`src/pfcps_pkg.sv`:
```
package pfcps_pkg;
	localparam int unsigned CLK_HZ = 200000000;
	localparam int unsigned CLK_PERIOD_NS = 5;
	localparam int unsigned NS_PER_US = 1000;
	localparam logic [7:0] US_CYCLES = 8'(NS_PER_US / CLK_PERIOD_NS);
	localparam int unsigned MS_TICK_US_DEF = 1000;
	localparam int unsigned RESTART_STEP_MS = 500;
	localparam int unsigned RESTART_MAX_MS = 10000;
	localparam int unsigned FLR_STEP_MS = 500;
	localparam int unsigned FLR_MAX_MS = 10000;
	localparam int unsigned BOD_STEP_MS = 50;
	localparam int unsigned BOD_MAX_MS = 1200;
	localparam logic [16:0] CNT_CLEAR_MS = 17'd65000;
	localparam int unsigned AUX_FILTER_NS = 1000;
	localparam int unsigned MIN_FREQ_DEF_HZ = 40000;
	localparam logic [15:0] TON_MAX_DEF = 16'(CLK_HZ / MIN_FREQ_DEF_HZ);
	localparam int unsigned MIN_OFF_NS [4] = '{500, 750, 1000, 1500};
	localparam int unsigned VTO_NS [4] = '{2000, 3000, 7000, 7000};
	localparam int unsigned VCC_DLY_US [6] = '{10, 50, 100, 500, 5000, 10000};
	localparam logic [2:0] VCC_DLY_N = 3'h6;
	localparam int unsigned SHORT_CYC [4] = '{500, 2500, 5000, 12500};
	localparam logic [2:0] SHORT_N = 3'h4;

	localparam logic [7:0] ADDR_TIMING = 8'h00;
	localparam logic [7:0] ADDR_LEVELS = 8'h04;
	localparam logic [7:0] ADDR_MODES = 8'h08;
	localparam logic [7:0] ADDR_GATE = 8'h0c;
	localparam logic [7:0] ADDR_STATUS = 8'h10;
	localparam logic [7:0] ADDR_CAUSE = 8'h14;

	localparam int unsigned SRC_VCC = 0;
	localparam int unsigned SRC_OTP = 1;
	localparam int unsigned SRC_AUX = 2;
	localparam int unsigned SRC_COIL = 3;
	localparam int unsigned SRC_DIODE = 4;
	localparam int unsigned SRC_N = 5;

	function automatic int unsigned ns_to_cyc(int unsigned ns);
		return (ns + CLK_PERIOD_NS - 1) / CLK_PERIOD_NS;
	endfunction

	function automatic logic [16:0] scaled_ms(int unsigned step, int unsigned max, int unsigned mult);
		int unsigned v;
		v = step * mult;
		if (v > max) begin
			v = max;
		end
		return 17'(v);
	endfunction

	typedef enum logic [1:0] {
		PM_OFF = 2'h0,
		PM_LATCH = 2'h1,
		PM_RESTART = 2'h2,
		PM_LATCH_AFTER = 2'h3
	} pfcps_mode_t;

	typedef enum logic [2:0] {
		PS_RUN = 3'b001,
		PS_RESTART = 3'b010,
		PS_LATCHED = 3'b100
	} pfcps_pstate_t;

	typedef struct packed {
		logic mains_above_bi;
		logic mains_above_bo;
		logic boost_stop;
		logic boost_start;
		logic boost_ovp;
		logic boost_below_reg;
		logic vcc_ovp;
		logic vcc_imm;
		logic vcc_below_rst;
		logic otp_int;
		logic otp_ext;
		logic cs_ocp_two;
		logic cs_ocp_single;
		logic src_ocp;
		logic aux_ovp;
		logic demag;
		logic valley;
	} pfcps_sense_t;

	typedef struct packed {
		logic [10:0] rsv2;
		logic [4:0] bod_sel;
		logic [2:0] rsv1;
		logic [4:0] flr_sel;
		logic [2:0] rsv0;
		logic [4:0] restart_sel;
	} pfcps_timing_t;

	typedef struct packed {
		logic [15:0] rsv;
		logic [1:0] aux_ovp_level;
		logic [1:0] boost_ovp_level;
		logic [3:0] vcc_ovp_level;
		logic [3:0] brownout_hysteresis;
		logic [3:0] brown_in_threshold;
	} pfcps_levels_t;

	typedef struct packed {
		logic [7:0] rsv1;
		logic [3:0] restart_limit;
		logic [2:0] diode_sel;
		logic [2:0] coil_sel;
		pfcps_mode_t short_mode;
		pfcps_mode_t aux_mode;
		pfcps_mode_t otp_mode;
		pfcps_mode_t vcc_mode;
		logic [2:0] vcc_delay_sel;
		logic [2:0] rsv0;
	} pfcps_modes_t;

	typedef struct packed {
		logic [11:0] min_stroke;
		logic [1:0] valley_to_sel;
		logic [1:0] min_off_sel;
		logic [15:0] ton_max;
	} pfcps_gate_t;

	typedef struct packed {
		logic [19:0] rsv;
		logic [3:0] restart_cnt;
		pfcps_pstate_t state;
		logic boost_ovp_hold;
		logic fast_disable;
		logic brownout;
		logic sw_enable;
		logic gate;
	} pfcps_status_t;

	localparam pfcps_timing_t TIMING_RST = '{rsv2: '0, bod_sel: 5'h00, rsv1: '0, flr_sel: 5'h02, rsv0: '0,
		restart_sel: 5'h01};
	localparam pfcps_levels_t LEVELS_RST = '{rsv: '0, aux_ovp_level: 2'h0, boost_ovp_level: 2'h1,
		vcc_ovp_level: 4'he, brownout_hysteresis: 4'h0, brown_in_threshold: 4'h0};
	localparam pfcps_modes_t MODES_RST = '{rsv1: '0, restart_limit: 4'h4, diode_sel: 3'h0, coil_sel: 3'h0,
		short_mode: PM_RESTART, aux_mode: PM_RESTART, otp_mode: PM_RESTART, vcc_mode: PM_RESTART,
		vcc_delay_sel: 3'h6, rsv0: '0};
	localparam pfcps_gate_t GATE_RST = '{min_stroke: 12'h000, valley_to_sel: 2'h0, min_off_sel: 2'h0,
		ton_max: TON_MAX_DEF};
endpackage

```
`src/pfcps_top.sv`:
```
// Our own choices: strobed register access and the placing of the registers.
`timescale 1ns/1ps
// Notes on behaviour
// - Safe-restart protections resume after one shared delay, 0.5 s to 10 s.
// - Mains absent for programmed 0-10 s, timed from mains falling below brownout level, clears all protections once in brownout.
// - After that clear, restart only once mains exceeds brown-in again.
// - Boost stop comparator halts switching; start comparator resumes it.
// - Brown-in level 67-185 V and hysteresis 2-17 V are configurable selections.
// - Brownout entered only after mains stays low for 50 ms to 1.2 s.
// - Supply overvoltage level configurable 10-25 V in 1 V steps.
// - Supply overvoltage fires after selected delay 10 us-10 ms, or disabled.
// - Supply above fixed 25 V fires overvoltage at once, no delay.
// - Internal overtemperature uses the external overtemperature response mode.
// - Overcurrent uses two-phase threshold, or single-phase threshold when shedding.
// - Gate on-time ends within one minimum-frequency period.
// - Current-sense overcurrent every cycle for selected count enters protection.
// - Source-sense overcurrent every cycle for selected count enters protection.
// - Boost overvoltage threshold selectable among four settings.
// - Boost overvoltage stops switching; resumes below regulation level, no delay.
// - Aux overvoltage threshold selectable among four; detection is filtered.
// - Aux overvoltage response latched, restart, latch-after-restart, or disabled.
// - Valley wait after demagnetization ends at selectable 2, 3 or 7 us.
// - Gate held low at least selected minimum off-time 500-1500 ns.
// - Demagnetization and valley ignored until minimum stroke after turn-off.
// - Latched protection holds until fast latch reset or supply reset level.
// - Latch-after-restart counts triggers, latches at limit, clears after 65 s quiet.
module pfcps_top #(
	parameter int unsigned MS_TICK_US = pfcps_pkg::MS_TICK_US_DEF
) (
	input wire logic clk,
	input wire logic rst_n,
	input wire logic [7:0] addr,
	input wire logic [31:0] wdata,
	input wire logic wr_en,
	input wire logic rd_en,
	output logic [31:0] rdata,
	input wire pfcps_pkg::pfcps_sense_t sense_in,
	input wire logic phase_single,
	input wire logic on_req,
	input wire logic on_done,
	output logic gate_out,
	output logic sw_enable,
	output logic protection_active,
	output logic latched,
	output logic brownout,
	output pfcps_pkg::pfcps_levels_t level_cfg
);
	import pfcps_pkg::*;

	pfcps_sense_t s1_reg, s2_reg, s3_reg, s;
	pfcps_timing_t tim_reg;
	pfcps_levels_t lvl_reg;
	pfcps_modes_t mod_reg;
	pfcps_gate_t gat_reg;
	pfcps_pstate_t state_reg;
	pfcps_status_t status;
	logic [SRC_N-1:0] cause_reg, trig, fired;
	pfcps_mode_t src_mode [SRC_N];
	logic [7:0] us_cnt_reg;
	logic [15:0] ms_cnt_reg;
	logic us_tick_reg, ms_tick_reg;
	logic [16:0] low_ms_reg, rs_ms_reg, quiet_ms_reg;
	logic brownout_reg, flr_done_reg, flr_clear;
	logic fast_dis_reg, bovp_hold_reg, sw_en_reg, gate_reg;
	logic [13:0] vcc_cnt_reg, coil_cnt_reg, diode_cnt_reg;
	logic [13:0] vcc_lim;
	logic [7:0] aux_cnt_reg;
	logic [3:0] restart_cnt_reg;
	logic any_fire, any_latch, any_after, after_lim;
	logic [15:0] on_cnt_reg;
	logic [11:0] off_cnt_reg, vto_cnt_reg;
	logic demag_seen_reg, valley_hit_reg, cs_flag_reg, src_flag_reg;
	logic ocp_now, stroke_ok, turn_off, turn_on;
	logic [31:0] rd_word;

	localparam logic [7:0] AUX_FILT = 8'(ns_to_cyc(AUX_FILTER_NS));

	function automatic logic [13:0] short_lim(logic [2:0] sel);
		return 14'(SHORT_CYC[sel[1:0]]);
	endfunction

	// Input synchroniser; a change counts once stages two and three agree
	always_ff @(posedge clk or negedge rst_n) begin
		if (!rst_n) begin
			s1_reg <= '0;
			s2_reg <= '0;
			s3_reg <= '0;
			s <= '0;
		end else begin
			s1_reg <= sense_in;
			s2_reg <= s1_reg;
			s3_reg <= s2_reg;
			s <= (s2_reg & s3_reg) | (s & (s2_reg ^ s3_reg));
		end
	end

	always_ff @(posedge clk or negedge rst_n) begin
		if (!rst_n) begin
			us_cnt_reg <= '0;
			ms_cnt_reg <= '0;
			us_tick_reg <= 1'b0;
			ms_tick_reg <= 1'b0;
		end else begin
			us_tick_reg <= (us_cnt_reg == US_CYCLES - 8'h01);
			us_cnt_reg <= (us_cnt_reg == US_CYCLES - 8'h01) ? '0 : us_cnt_reg + 8'h01;
			ms_tick_reg <= us_tick_reg && (ms_cnt_reg == 16'(MS_TICK_US - 1));
			if (us_tick_reg) begin
				ms_cnt_reg <= (ms_cnt_reg == 16'(MS_TICK_US - 1)) ? '0 : ms_cnt_reg + 16'h0001;
			end
		end
	end

	// Register writes
	always_ff @(posedge clk or negedge rst_n) begin
		if (!rst_n) begin
			tim_reg <= TIMING_RST;
			lvl_reg <= LEVELS_RST;
			mod_reg <= MODES_RST;
			gat_reg <= GATE_RST;
		end else if (wr_en) begin
			unique case (addr)
				ADDR_TIMING: begin
					tim_reg <= wdata;
					tim_reg.rsv0 <= '0;
					tim_reg.rsv1 <= '0;
					tim_reg.rsv2 <= '0;
				end
				ADDR_LEVELS: begin
					lvl_reg <= wdata;
					lvl_reg.rsv <= '0;
				end
				ADDR_MODES: begin
					mod_reg <= wdata;
					mod_reg.rsv0 <= '0;
					mod_reg.rsv1 <= '0;
				end
				ADDR_GATE: gat_reg <= wdata;
				default: ;
			endcase
		end
	end

	always_comb begin
		status = '0;
		status.restart_cnt = restart_cnt_reg;
		status.state = state_reg;
		status.boost_ovp_hold = bovp_hold_reg;
		status.fast_disable = fast_dis_reg;
		status.brownout = brownout_reg;
		status.sw_enable = sw_en_reg;
		status.gate = gate_reg;
		unique case (addr)
			ADDR_TIMING: rd_word = tim_reg;
			ADDR_LEVELS: rd_word = lvl_reg;
			ADDR_MODES: rd_word = mod_reg;
			ADDR_GATE: rd_word = gat_reg;
			ADDR_STATUS: rd_word = status;
			ADDR_CAUSE: rd_word = 32'(cause_reg);
			default: rd_word = '0;
		endcase
	end

	always_ff @(posedge clk or negedge rst_n) begin
		if (!rst_n) begin
			rdata <= '0;
		end else begin
			rdata <= rd_en ? rd_word : '0;
		end
	end

	always_ff @(posedge clk or negedge rst_n) begin
		if (!rst_n) begin
			level_cfg <= LEVELS_RST;
		end else begin
			level_cfg <= lvl_reg;
		end
	end

	always_ff @(posedge clk or negedge rst_n) begin
		if (!rst_n) begin
			low_ms_reg <= '0;
			brownout_reg <= 1'b0;
			flr_done_reg <= 1'b0;
		end else begin
			if (!s.mains_above_bo || brownout_reg) begin
				if (ms_tick_reg && low_ms_reg != '1) begin
					low_ms_reg <= low_ms_reg + 17'h00001;
				end
			end else begin
				low_ms_reg <= '0;
			end
			if (brownout_reg && s.mains_above_bi) begin
				brownout_reg <= 1'b0;
				flr_done_reg <= 1'b0;
			end else if (!s.mains_above_bo && low_ms_reg >= scaled_ms(BOD_STEP_MS, BOD_MAX_MS,
				32'(tim_reg.bod_sel) + 1)) begin
				brownout_reg <= 1'b1;
			end
			if (flr_clear) begin
				flr_done_reg <= 1'b1;
			end
		end
	end

	// fast latch reset once mains absent long enough
	assign flr_clear = brownout_reg && !flr_done_reg &&
		(low_ms_reg >= scaled_ms(FLR_STEP_MS, FLR_MAX_MS, 32'(tim_reg.flr_sel)));

	always_ff @(posedge clk or negedge rst_n) begin
		if (!rst_n) begin
			fast_dis_reg <= 1'b0;
			bovp_hold_reg <= 1'b0;
		end else begin
			if (s.boost_stop) begin
				fast_dis_reg <= 1'b1;
			end else if (s.boost_start) begin
				fast_dis_reg <= 1'b0;
			end
			if (s.boost_ovp) begin
				bovp_hold_reg <= 1'b1;
			end else if (s.boost_below_reg) begin
				bovp_hold_reg <= 1'b0;
			end
		end
	end

	assign vcc_lim = 14'(VCC_DLY_US[(mod_reg.vcc_delay_sel < VCC_DLY_N) ? mod_reg.vcc_delay_sel : 3'h0]);

	always_ff @(posedge clk or negedge rst_n) begin
		if (!rst_n) begin
			vcc_cnt_reg <= '0;
			aux_cnt_reg <= '0;
		end else begin
			if (!s.vcc_ovp || mod_reg.vcc_delay_sel >= VCC_DLY_N) begin
				vcc_cnt_reg <= '0;
			end else if (us_tick_reg && vcc_cnt_reg <= vcc_lim) begin
				vcc_cnt_reg <= vcc_cnt_reg + 14'h0001;
			end
			if (!s.aux_ovp) begin
				aux_cnt_reg <= '0;
			end else if (aux_cnt_reg < AUX_FILT) begin
				aux_cnt_reg <= aux_cnt_reg + 8'h01;
			end
		end
	end

	always_comb begin
		trig[SRC_VCC] = s.vcc_imm || (mod_reg.vcc_delay_sel < VCC_DLY_N && vcc_cnt_reg > vcc_lim);
		// internal and external overtemperature share one mode
		trig[SRC_OTP] = s.otp_int || s.otp_ext;
		trig[SRC_AUX] = (aux_cnt_reg == AUX_FILT);
		trig[SRC_COIL] = mod_reg.coil_sel < SHORT_N && coil_cnt_reg >= short_lim(mod_reg.coil_sel);
		trig[SRC_DIODE] = mod_reg.diode_sel < SHORT_N && diode_cnt_reg >= short_lim(mod_reg.diode_sel);
		src_mode[SRC_VCC] = (s.vcc_imm && mod_reg.vcc_mode == PM_OFF) ? PM_RESTART : mod_reg.vcc_mode;
		src_mode[SRC_OTP] = mod_reg.otp_mode;
		src_mode[SRC_AUX] = mod_reg.aux_mode;
		src_mode[SRC_COIL] = mod_reg.short_mode;
		src_mode[SRC_DIODE] = mod_reg.short_mode;
		fired = '0;
		any_latch = 1'b0;
		any_after = 1'b0;
		for (int i = 0; i < SRC_N; i++) begin
			if (trig[i] && src_mode[i] != PM_OFF && state_reg == PS_RUN) begin
				fired[i] = 1'b1;
				any_latch = any_latch || (src_mode[i] == PM_LATCH);
				any_after = any_after || (src_mode[i] == PM_LATCH_AFTER);
			end
		end
		any_fire = |fired;
		after_lim = any_after && ({1'b0, restart_cnt_reg} + 5'h01 >= {1'b0, mod_reg.restart_limit});
	end

	// Protection state
	always_ff @(posedge clk or negedge rst_n) begin
		if (!rst_n) begin
			state_reg <= PS_RUN;
		end else if (flr_clear || (state_reg == PS_LATCHED && s.vcc_below_rst)) begin
			state_reg <= PS_RUN;
		end else begin
			unique case (state_reg)
				PS_RUN: begin
					if (any_fire) begin
						state_reg <= (any_latch || after_lim) ? PS_LATCHED : PS_RESTART;
					end
				end
				PS_RESTART: begin
					if (rs_ms_reg >= scaled_ms(RESTART_STEP_MS, RESTART_MAX_MS, 32'(tim_reg.restart_sel) + 1)) begin
						state_reg <= PS_RUN;
					end
				end
				PS_LATCHED: ;
				default: state_reg <= PS_RUN;
			endcase
		end
	end

	always_ff @(posedge clk or negedge rst_n) begin
		if (!rst_n) begin
			restart_cnt_reg <= '0;
			quiet_ms_reg <= '0;
			rs_ms_reg <= '0;
			cause_reg <= '0;
		end else begin
			if (state_reg == PS_RESTART) begin
				rs_ms_reg <= rs_ms_reg + 17'(ms_tick_reg);
			end else begin
				rs_ms_reg <= '0;
			end
			if (any_after) begin
				quiet_ms_reg <= '0;
			end else if (ms_tick_reg && quiet_ms_reg < CNT_CLEAR_MS) begin
				quiet_ms_reg <= quiet_ms_reg + 17'h00001;
			end
			if (flr_clear || (!any_after && quiet_ms_reg >= CNT_CLEAR_MS)) begin
				restart_cnt_reg <= '0;
			end else if (any_after && restart_cnt_reg != '1) begin
				restart_cnt_reg <= restart_cnt_reg + 4'h1;
			end
			cause_reg <= ((flr_clear ? '0 : cause_reg) &
				~((wr_en && addr == ADDR_CAUSE) ? wdata[SRC_N-1:0] : '0)) | fired;
		end
	end

	assign ocp_now = phase_single ? s.cs_ocp_single : s.cs_ocp_two;
	// minimum stroke before demag and valley count
	assign stroke_ok = off_cnt_reg >= gat_reg.min_stroke;
	assign turn_off = gate_reg && (on_done || ocp_now || s.src_ocp || !sw_en_reg ||
		on_cnt_reg + 16'h0001 >= gat_reg.ton_max);
	assign turn_on = !gate_reg && sw_en_reg && on_req && stroke_ok &&
		off_cnt_reg >= 12'(ns_to_cyc(MIN_OFF_NS[gat_reg.min_off_sel])) &&
		(valley_hit_reg || vto_cnt_reg >= 12'(ns_to_cyc(VTO_NS[gat_reg.valley_to_sel])));

	always_ff @(posedge clk or negedge rst_n) begin
		if (!rst_n) begin
			sw_en_reg <= 1'b0;
			gate_reg <= 1'b0;
			on_cnt_reg <= '0;
			off_cnt_reg <= '0;
			vto_cnt_reg <= '0;
			demag_seen_reg <= 1'b0;
			valley_hit_reg <= 1'b0;
		end else begin
			sw_en_reg <= state_reg == PS_RUN && !any_fire && !brownout_reg && !fast_dis_reg && !bovp_hold_reg;
			if (turn_off) begin
				gate_reg <= 1'b0;
				off_cnt_reg <= '0;
				vto_cnt_reg <= '0;
				demag_seen_reg <= 1'b0;
				valley_hit_reg <= 1'b0;
			end else if (turn_on) begin
				gate_reg <= 1'b1;
				on_cnt_reg <= '0;
			end else if (gate_reg) begin
				on_cnt_reg <= on_cnt_reg + 16'h0001;
			end else begin
				off_cnt_reg <= (off_cnt_reg == '1) ? off_cnt_reg : off_cnt_reg + 12'h001;
				if (stroke_ok && s.demag) begin
					demag_seen_reg <= 1'b1;
				end
				if (demag_seen_reg && vto_cnt_reg != '1) begin
					vto_cnt_reg <= vto_cnt_reg + 12'h001;
				end
				if (stroke_ok && demag_seen_reg && s.valley) begin
					valley_hit_reg <= 1'b1;
				end
			end
		end
	end

	// Consecutive overcurrent cycle counters
	always_ff @(posedge clk or negedge rst_n) begin
		if (!rst_n) begin
			cs_flag_reg <= 1'b0;
			src_flag_reg <= 1'b0;
			coil_cnt_reg <= '0;
			diode_cnt_reg <= '0;
		end else if (state_reg != PS_RUN) begin
			cs_flag_reg <= 1'b0;
			src_flag_reg <= 1'b0;
			coil_cnt_reg <= '0;
			diode_cnt_reg <= '0;
		end else if (turn_on) begin
			cs_flag_reg <= 1'b0;
			src_flag_reg <= 1'b0;
			coil_cnt_reg <= cs_flag_reg ? coil_cnt_reg + 14'h0001 : '0;
			diode_cnt_reg <= src_flag_reg ? diode_cnt_reg + 14'h0001 : '0;
		end else if (gate_reg) begin
			cs_flag_reg <= cs_flag_reg || ocp_now;
			src_flag_reg <= src_flag_reg || s.src_ocp;
		end
	end

	always_ff @(posedge clk or negedge rst_n) begin
		if (!rst_n) begin
			gate_out <= 1'b0;
			sw_enable <= 1'b0;
			protection_active <= 1'b0;
			latched <= 1'b0;
			brownout <= 1'b0;
		end else begin
			gate_out <= gate_reg && !turn_off;
			sw_enable <= sw_en_reg;
			protection_active <= state_reg != PS_RUN;
			latched <= state_reg == PS_LATCHED;
			brownout <= brownout_reg;
		end
	end
endmodule

```
`config.mk`:
```
export PLATFORM = sky130hd
export DESIGN_NAME = pfcps_top
export DESIGN_NICKNAME = d
export VERILOG_FILES = /design/src/pfcps_pkg.sv /design/src/pfcps_top.sv
export SDC_FILE = /design/constraint.sdc
export NUM_CORES = 1
export LEC_CHECK = 0
export BUFFER_PORTS_ARGS = -buffer_cell sky130_fd_sc_hd__buf_2
export CORE_ASPECT_RATIO = 1.5
export CORE_MARGIN = 1.5
export CORE_UTILIZATION = 60
export CTS_CLUSTER_SIZE = 10
export DETAILED_ROUTE_END_ITERATION = 10
export PLACE_DENSITY = 0.85
export SETUP_SLACK_MARGIN = 0.15
export SLEW_MARGIN = 30
export SYNTH_ARGS = -nofsm -noshare
export SYNTH_HDL_FRONTEND = slang
export SYNTH_SLANG_ARGS = --single-unit
```
`constraint.sdc`:
```
create_clock -name clk -period 12.3 [get_ports clk]
set_clock_uncertainty 0.2 [all_clocks]
set_input_delay 0 -clock clk [delete_from_list [all_inputs] [get_ports clk]]
set_output_delay 0 -clock clk [all_outputs]
set_load 0.01 [all_outputs]
```
Word-level counts from Yosys, hierarchy flattened
Memory sizes are Yosys's and may differ from the RTL's.
Cells that the tools add are included.
{ "totals": {"latch_bits": 0, "in_bits": 64, "n_memories": 1, "ramBits": 0, "reg_bits": 394, "mem_bits_ro": 256, "output_inout_bits": 69, "wordCells": 430} }
{ "classes": {"n_eq_ne": 32, "div_mod_pow": 2, "n_mul": 3, "shift": 0, "magnitude_cmp": 27, "bitwise": 13, "n_mux": 100, "n_addsub": 20, "reduce_logical": 106} }
{ "mem_list": {"columns": ["name", "depth", "word_bits", "read_ports", "rd_clocked_by_memory_dff", "wr", "line", "rtl"], "rows": [
  ["(name not given)", 8, 32, 1, 0, 0, "pfcps_top.sv:227", "assign vcc_lim = 14'(VCC_DLY_US[(mod_reg.vcc_delay_sel < VCC_DLY_N) ? mod_reg.vcc_delay_sel : 3'h0]);"]
]} }
{ "op_table": {"columns": ["op", "count"], "rows": [
  ["binary-select mux 32 bit (select 2 bit)", 4],
  ["two-way mux 14 bit", 15],
  ["case mux 32 bit (6 select lines)", 1],
  ["two-way mux 32 bit", 5],
  ["two-way mux 17 bit", 8],
  ["two-way mux 12 bit", 9],
  ["adder 32 x 3 -> 32 bit (second input constant)", 2],
  ["divider 32 x 3 -> 32 bit (second input constant)", 2],
  ["subtractor 32 x 1 -> 32 bit (second input constant)", 2],
  [">= comparator 17 bit", 3],
  ["two-way mux 16 bit", 3],
  ["adder 14 x 1 -> 14 bit (second input constant)", 3],
  ["logical AND 1 bit", 42],
  ["two-way mux 1 bit", 40],
  [">= comparator 12 bit", 3],
  ["adder 17 x 1 -> 17 bit (second input constant)", 2],
  ["AND 17 bit", 2],
  ["nonzero test 2 bit", 17],
  ["adder 16 x 1 -> 16 bit (second input constant)", 2],
  [">= comparator 14 bit", 2],
  ["adder 12 x 1 -> 12 bit (second input constant)", 2],
  ["two-way mux 8 bit", 3],
  ["logical OR 1 bit", 22],
  ["adder 17 x 1 -> 17 bit", 1],
  ["60 further kinds", 108]
]} }

Logic depth before layout (Yosys ltp)
{ "logic_depth": {"depth_word": 26, "depth_mapped": 29, "depth_no_buf": 28} }

Worst setup path before layout
Ideal clock, no wire load.
{ "synth_path": {"kind": "reg2reg", "start": "register tim_reg[0] (netlist name)", "end": "register state_reg[0]", "period_less_slack_ns": 6.283, "t_arrival_ns": 6.004, "setup_ns": 0.078, "n_path_buf": 1, "path_slack_ns": 6.017, "required_ns": 12.022, "path_stages_with_launch": 30, "path_cell_list": "dfstp_2 > clkbuf_1 > inv_1 > ha_1 > inv_1 > ha_1 > xnor2_1 > ha_1 > inv_1 > fa_1 > inv_1 > ha_1 > fa_1 > a21o_1 > a21oi_1 > nor2b_1 > o21ai_0 > a21oi_1 > a311oi_1 > o21ai_0 > nand2b_1 > ha_1 > nor2b_1 > o21ai_0 > nand2b_1 > a21oi_1 > o21ai_0 > a31oi_1 > o21ai_0 > a31o_2"} }
{ "synth_between": {"elab_chain_cells": 9} }
{ "synth_lines": {"columns": ["item", "line", "rtl"], "rows": [
  ["from (decl)", "pfcps_top.sv:51", "pfcps_timing_t tim_reg;"],
  ["from (signal assigned)", "pfcps_top.sv:123", "tim_reg <= wdata;"],
  ["adder 5 x 1 -> 6 bit (*)", "pfcps_top.sv:287", "if (rs_ms_reg >= scaled_ms(RESTART_STEP_MS, RESTART_MAX_MS, 32'(tim_reg.restart_sel) + 1)) begin"],
  ["multiplier 7 x 6 -> 13 bit (*)", "pfcps_pkg.sv:44", "v = step * mult;"],
  ["> comparator 15 x 14 -> 1 bit", "pfcps_pkg.sv:45", "if (v > max) begin"],
  ["two-way mux 15 bit (*)", "pfcps_pkg.sv:45", null],
  ["two-way mux 17 bit (*)", "pfcps_top.sv:280", "unique case (state_reg)"],
  ["two-way mux 17 bit (*)", "pfcps_top.sv:277", "end else if (flr_clear || (state_reg == PS_LATCHED && s.vcc_below_rst)) begin"],
  [">= comparator 17 bit (*)", "pfcps_top.sv:287", null],
  ["inequality test 3 bit (no line) (*)", null, null],
  ["AND reduction 3 bit (no line) (*)", null, null],
  ["to (signal assigned)", "pfcps_top.sv:283", "state_reg <= (any_latch || after_lim) ? PS_LATCHED : PS_RESTART;"],
  ["to (decl)", "pfcps_top.sv:55", "pfcps_pstate_t state_reg;"]
]} }
Mark *: on every way between the ends. The rest lies on a longest branch, timed or not. The select of a mux whose other input is x is not followed.
A chain may end at the register's enable or synchronous reset.

Final worst setup path
Ends and elaborated chain as after synthesis.

==> results.md <==
* Gr usage total at 30.2%
* Cell Rows at 87
* Most frequent cells in the layout: 371 x dfrtp_1, 247 x ha_1, 179 x nor2_1
* Layout area overhead at 13.5%
* Setup TNS at 0 ns
* Top-area cell type share of the netlist area at 40.3%
* Clock latency on the worst-skew pair at 0.57 ns
* Num CTS Buffers at 45
* Leading area contributor after synthesis: dfrtp_1
* Wire per inst at 19.9 um
* Crit path largest cell delay at 0.66 ns
* DRT Pass-1 Iters at 6
* Postcts setup bufs at 0
* Crit Path Category: reg2reg
* Hold_buf cts at 78
* Largest driver fanout on the critical path at 11
* Clock network fraction of total power at 36.3%
* PD cells at 130 mW/mm2
* Post-cts repair resize count at 0
* Seq pwr share at 44.2%
* Total power at 3.39 mW
* Worst Path Arrival at 7.51 ns
* Crit path capture type: flop
* Total grt overflow at 0
* Crit-path most repeated cell: o21ai_0
* Register area share after synthesis at 42.9%
* I/O pin count at 133
* Pint at 2.37 mW
* Placer congestion estimate at 0.946
* Max Cap Viol at 0
* Synth Flop Type: dfrtp_1
* Net switching fraction of the power at 30.3%
* Share of layout cells above drive strength 1 at 13.0%
* Synth top area cells: dfrtp_1 40%, ha_1 13%, mux2_2 4.3%
* Clock slew at reported path FFs at 0.06 ns
* Critical Path RT at 12.58 ns
* CTS tree: done
* Cells after DPL at 2,816
* Synth Cell Area at 0.0230 mm2
* Slowest CP cell: dfstp_2
* Most common cell after layout, fill and taps aside: dfrtp_1
* First DRT Iteration DRCs at 1,495
* Initial antenna violation count at 2
* Yosys cell types at 85
* Mean Syn Cell Area at 10.2 um2
* Die height at 243 um
* Core box area at 0.0378 mm2
* R2R setup slack at 5.08 ns
* Antenna-violating nets left at 0
* Min cycle time layout at 7.22 ns
* Peak VDD IR at 0.0000980 V
* Via/cell ratio at 6.20
* Fin. max-slew vios at 0
* Slew @ Worst Pin at 0.886 ns
* Register bit count reported by yosys at 394
* Pin count of the biggest net entering global routing at 193
* Number of remaining DRC errors at 0
* LEAKAGE at 12.6 nW
* Critical-path cell list: ha_1, nand3_1, xnor2_1, fa_1, fa_1, inv_1, fa_1, ha_1, a21oi_1, nor2b_1, o21ai_0, a21oi_1, a311oi_1, o21ai_0, nand2b_1, ha_1, nor2b_1, o21ai_0, nand2b_1, a21oi_1, o21ai_0, a31oi_1, o21ai_0, a31o_2
* Root Driver: clkbuf_16
* Crit share post-route at 58.7%
* Hold Crit Class: in2reg
* Clock Sinks at 394
* NetSw at 1.03 mW
* Status: finished, final reports clean
* Port-buffer cells at 116
* Startpoint types: flop
* Setup Viol. Count Final at 0
* Max frequency at 138 MHz
* Mapped Cells at 2,269
* Place WS at 5.25 ns
* Number of synthesized flops with an enable pin at 0
* # H-tree levels at 2
* First-pass GRT wire length at 95,600 um
* Post-Route WL at 59,000 um
* Vias in the first global route at 19.0k
* Final WS setup at 5.08 ns
* Vias after detailed routing at 18.4k
* Clock buffer depth at 3
* Die ar. at 0.0396 mm2
* Slew HR at 40.4%
* Final #Nets at 2,788
* FILL cells at 2,576
* Initial core utilization at 61.0%
* Finished Layout Cells at 2,974
* Combinational power share at 19.5%
* Post-DP HPWL at 39,700 um
* Yosys warns at 0
* Hold Vio Cnt, Final at 0
* Die Width at 163 um
* RSZ-0062 raised after global routing: false
* Ys async rst share at 100%
-- critical path: cells and delay by family, from the launching register on --
family / cells / cell delay, ns
and+or+nand+nor: 5 / 0.67
xor gates and xnor gates: 1 / 0.62
buffers and inverters: 1 / 0.06
adders and majority gates: 6 / 2.59
DFF: 1 / 0.66
AOI/OAI and AO/OA: 11 / 2.34
-- synthesized netlist by cell type, types with 7 or more instances --
cell type	n
o21ai_0	53
nand3_1	123
and3_1	37
a222oi_1	9
o311ai_0	7
dfstp_2	23
nand4_1	54
nor4b_1	20
mux2_2	89
nand2_1	175
nor2b_1	26
nand4b_1	8
ha_1	247
clkbuf_1	57
xnor2_1	59
nor3b_1	7
dfrtp_1	371
a22oi_1	20
nor3_1	38
o21a_1	11
a211oi_1	12
or2_2	11
nor2_1	180
a22o_1	12
fa_1	24
nand2b_1	17
xor2_1	73
a211o_1	8
buf_1	8
mux2i_1	15
or3_1	26
a21o_1	41
o211ai_1	14
nor4_1	10
a21oi_1	81
buf_4	17
a31oi_1	13
inv_1	164
and2_1	15
-- worst paths after layout --
path,to,startpoint,depth (start not counted)
setup / recovery,state_reg[0],tim_reg[0],24
min in group asynchronous,aux_cnt_reg[2],rst_n,3
hold / removal,gat_reg[27],wdata[27],3
setup reg to reg,state_reg[0],tim_reg[0],24
max in group asynchronous,ms_cnt_reg[1],rst_n,5
hold reg to reg,s2_reg[12],s1_reg[12],0
-- stage by stage --
| stage | utilization (%) | hold slack (ns) | area (um2) |
|---|---|---|---|
| 2_1_floorplan | - | -0.496 | 23100 |
| 3_3_place_gp | 63.6 | -0.0928 | 24000 |
| 3_5_place_dp | 63.6 | -0.0904 | 24000 |
| 4_1_cts | 69.1 | 0.0168 | 26100 |
| 5_1_grt | 69.3 | 0.0352 | 26200 |
| 6_report | 69.3 | 0.0319 | 26200 |
-- routing by layer --
metal  share of wire (%)  global-route usage, %  routed length [um]  up-vias
met4                 6.2                   18.0                3650        2
met2                  51                   52.9               30300      739
met3                 5.7                   5.02                3360      253
met5               0.020                      0                  12        -
li1                    -                      -                   -     8335
met1                  37                   34.1               21700     9104
-- cell type report --
cell class | instances | area, um2 | area share [%]
Multi-Input combinational cell | 1639 | 12200 | 46.7
Antenna cell | 1 | 2.50 | 0.00957
Timing Repair Buffer | 208 | 1520 | 5.82
Inverter | 165 | 619 | 2.37
Sequential cell | 394 | 9890 | 37.8
Clock inverter | 2 | 13.8 | 0.0526
Tap cell | 489 | 612 | 2.34
Clock buffer | 76 | 1280 | 4.91
-- cells by family after synthesis --
kind of cell | share of synthesized area [%]
AND/OR/NAND/NOR | 16.7
flip-flops | 42.9
AO/OA/AOI/OAI | 10.4
adder cells (fa/ha/maj) | 15.5
buffers and inverters | 4.44
XOR/XNOR | 5.02
multiplexers | 5.07
other | 0.0326
-- power by group through the flow --
stage               Sequential (mW)  Combinational, mW  Clock [mW]
floorplan                      1.47              0.455           0
global placement               1.51              0.573           0
detailed placement             1.51              0.616           0
CTS                            1.49              0.649        1.24
global route                   1.51              0.740        1.30
finish                         1.50              0.662        1.23
No activity file was read; power rests on OpenSTA's default activity.
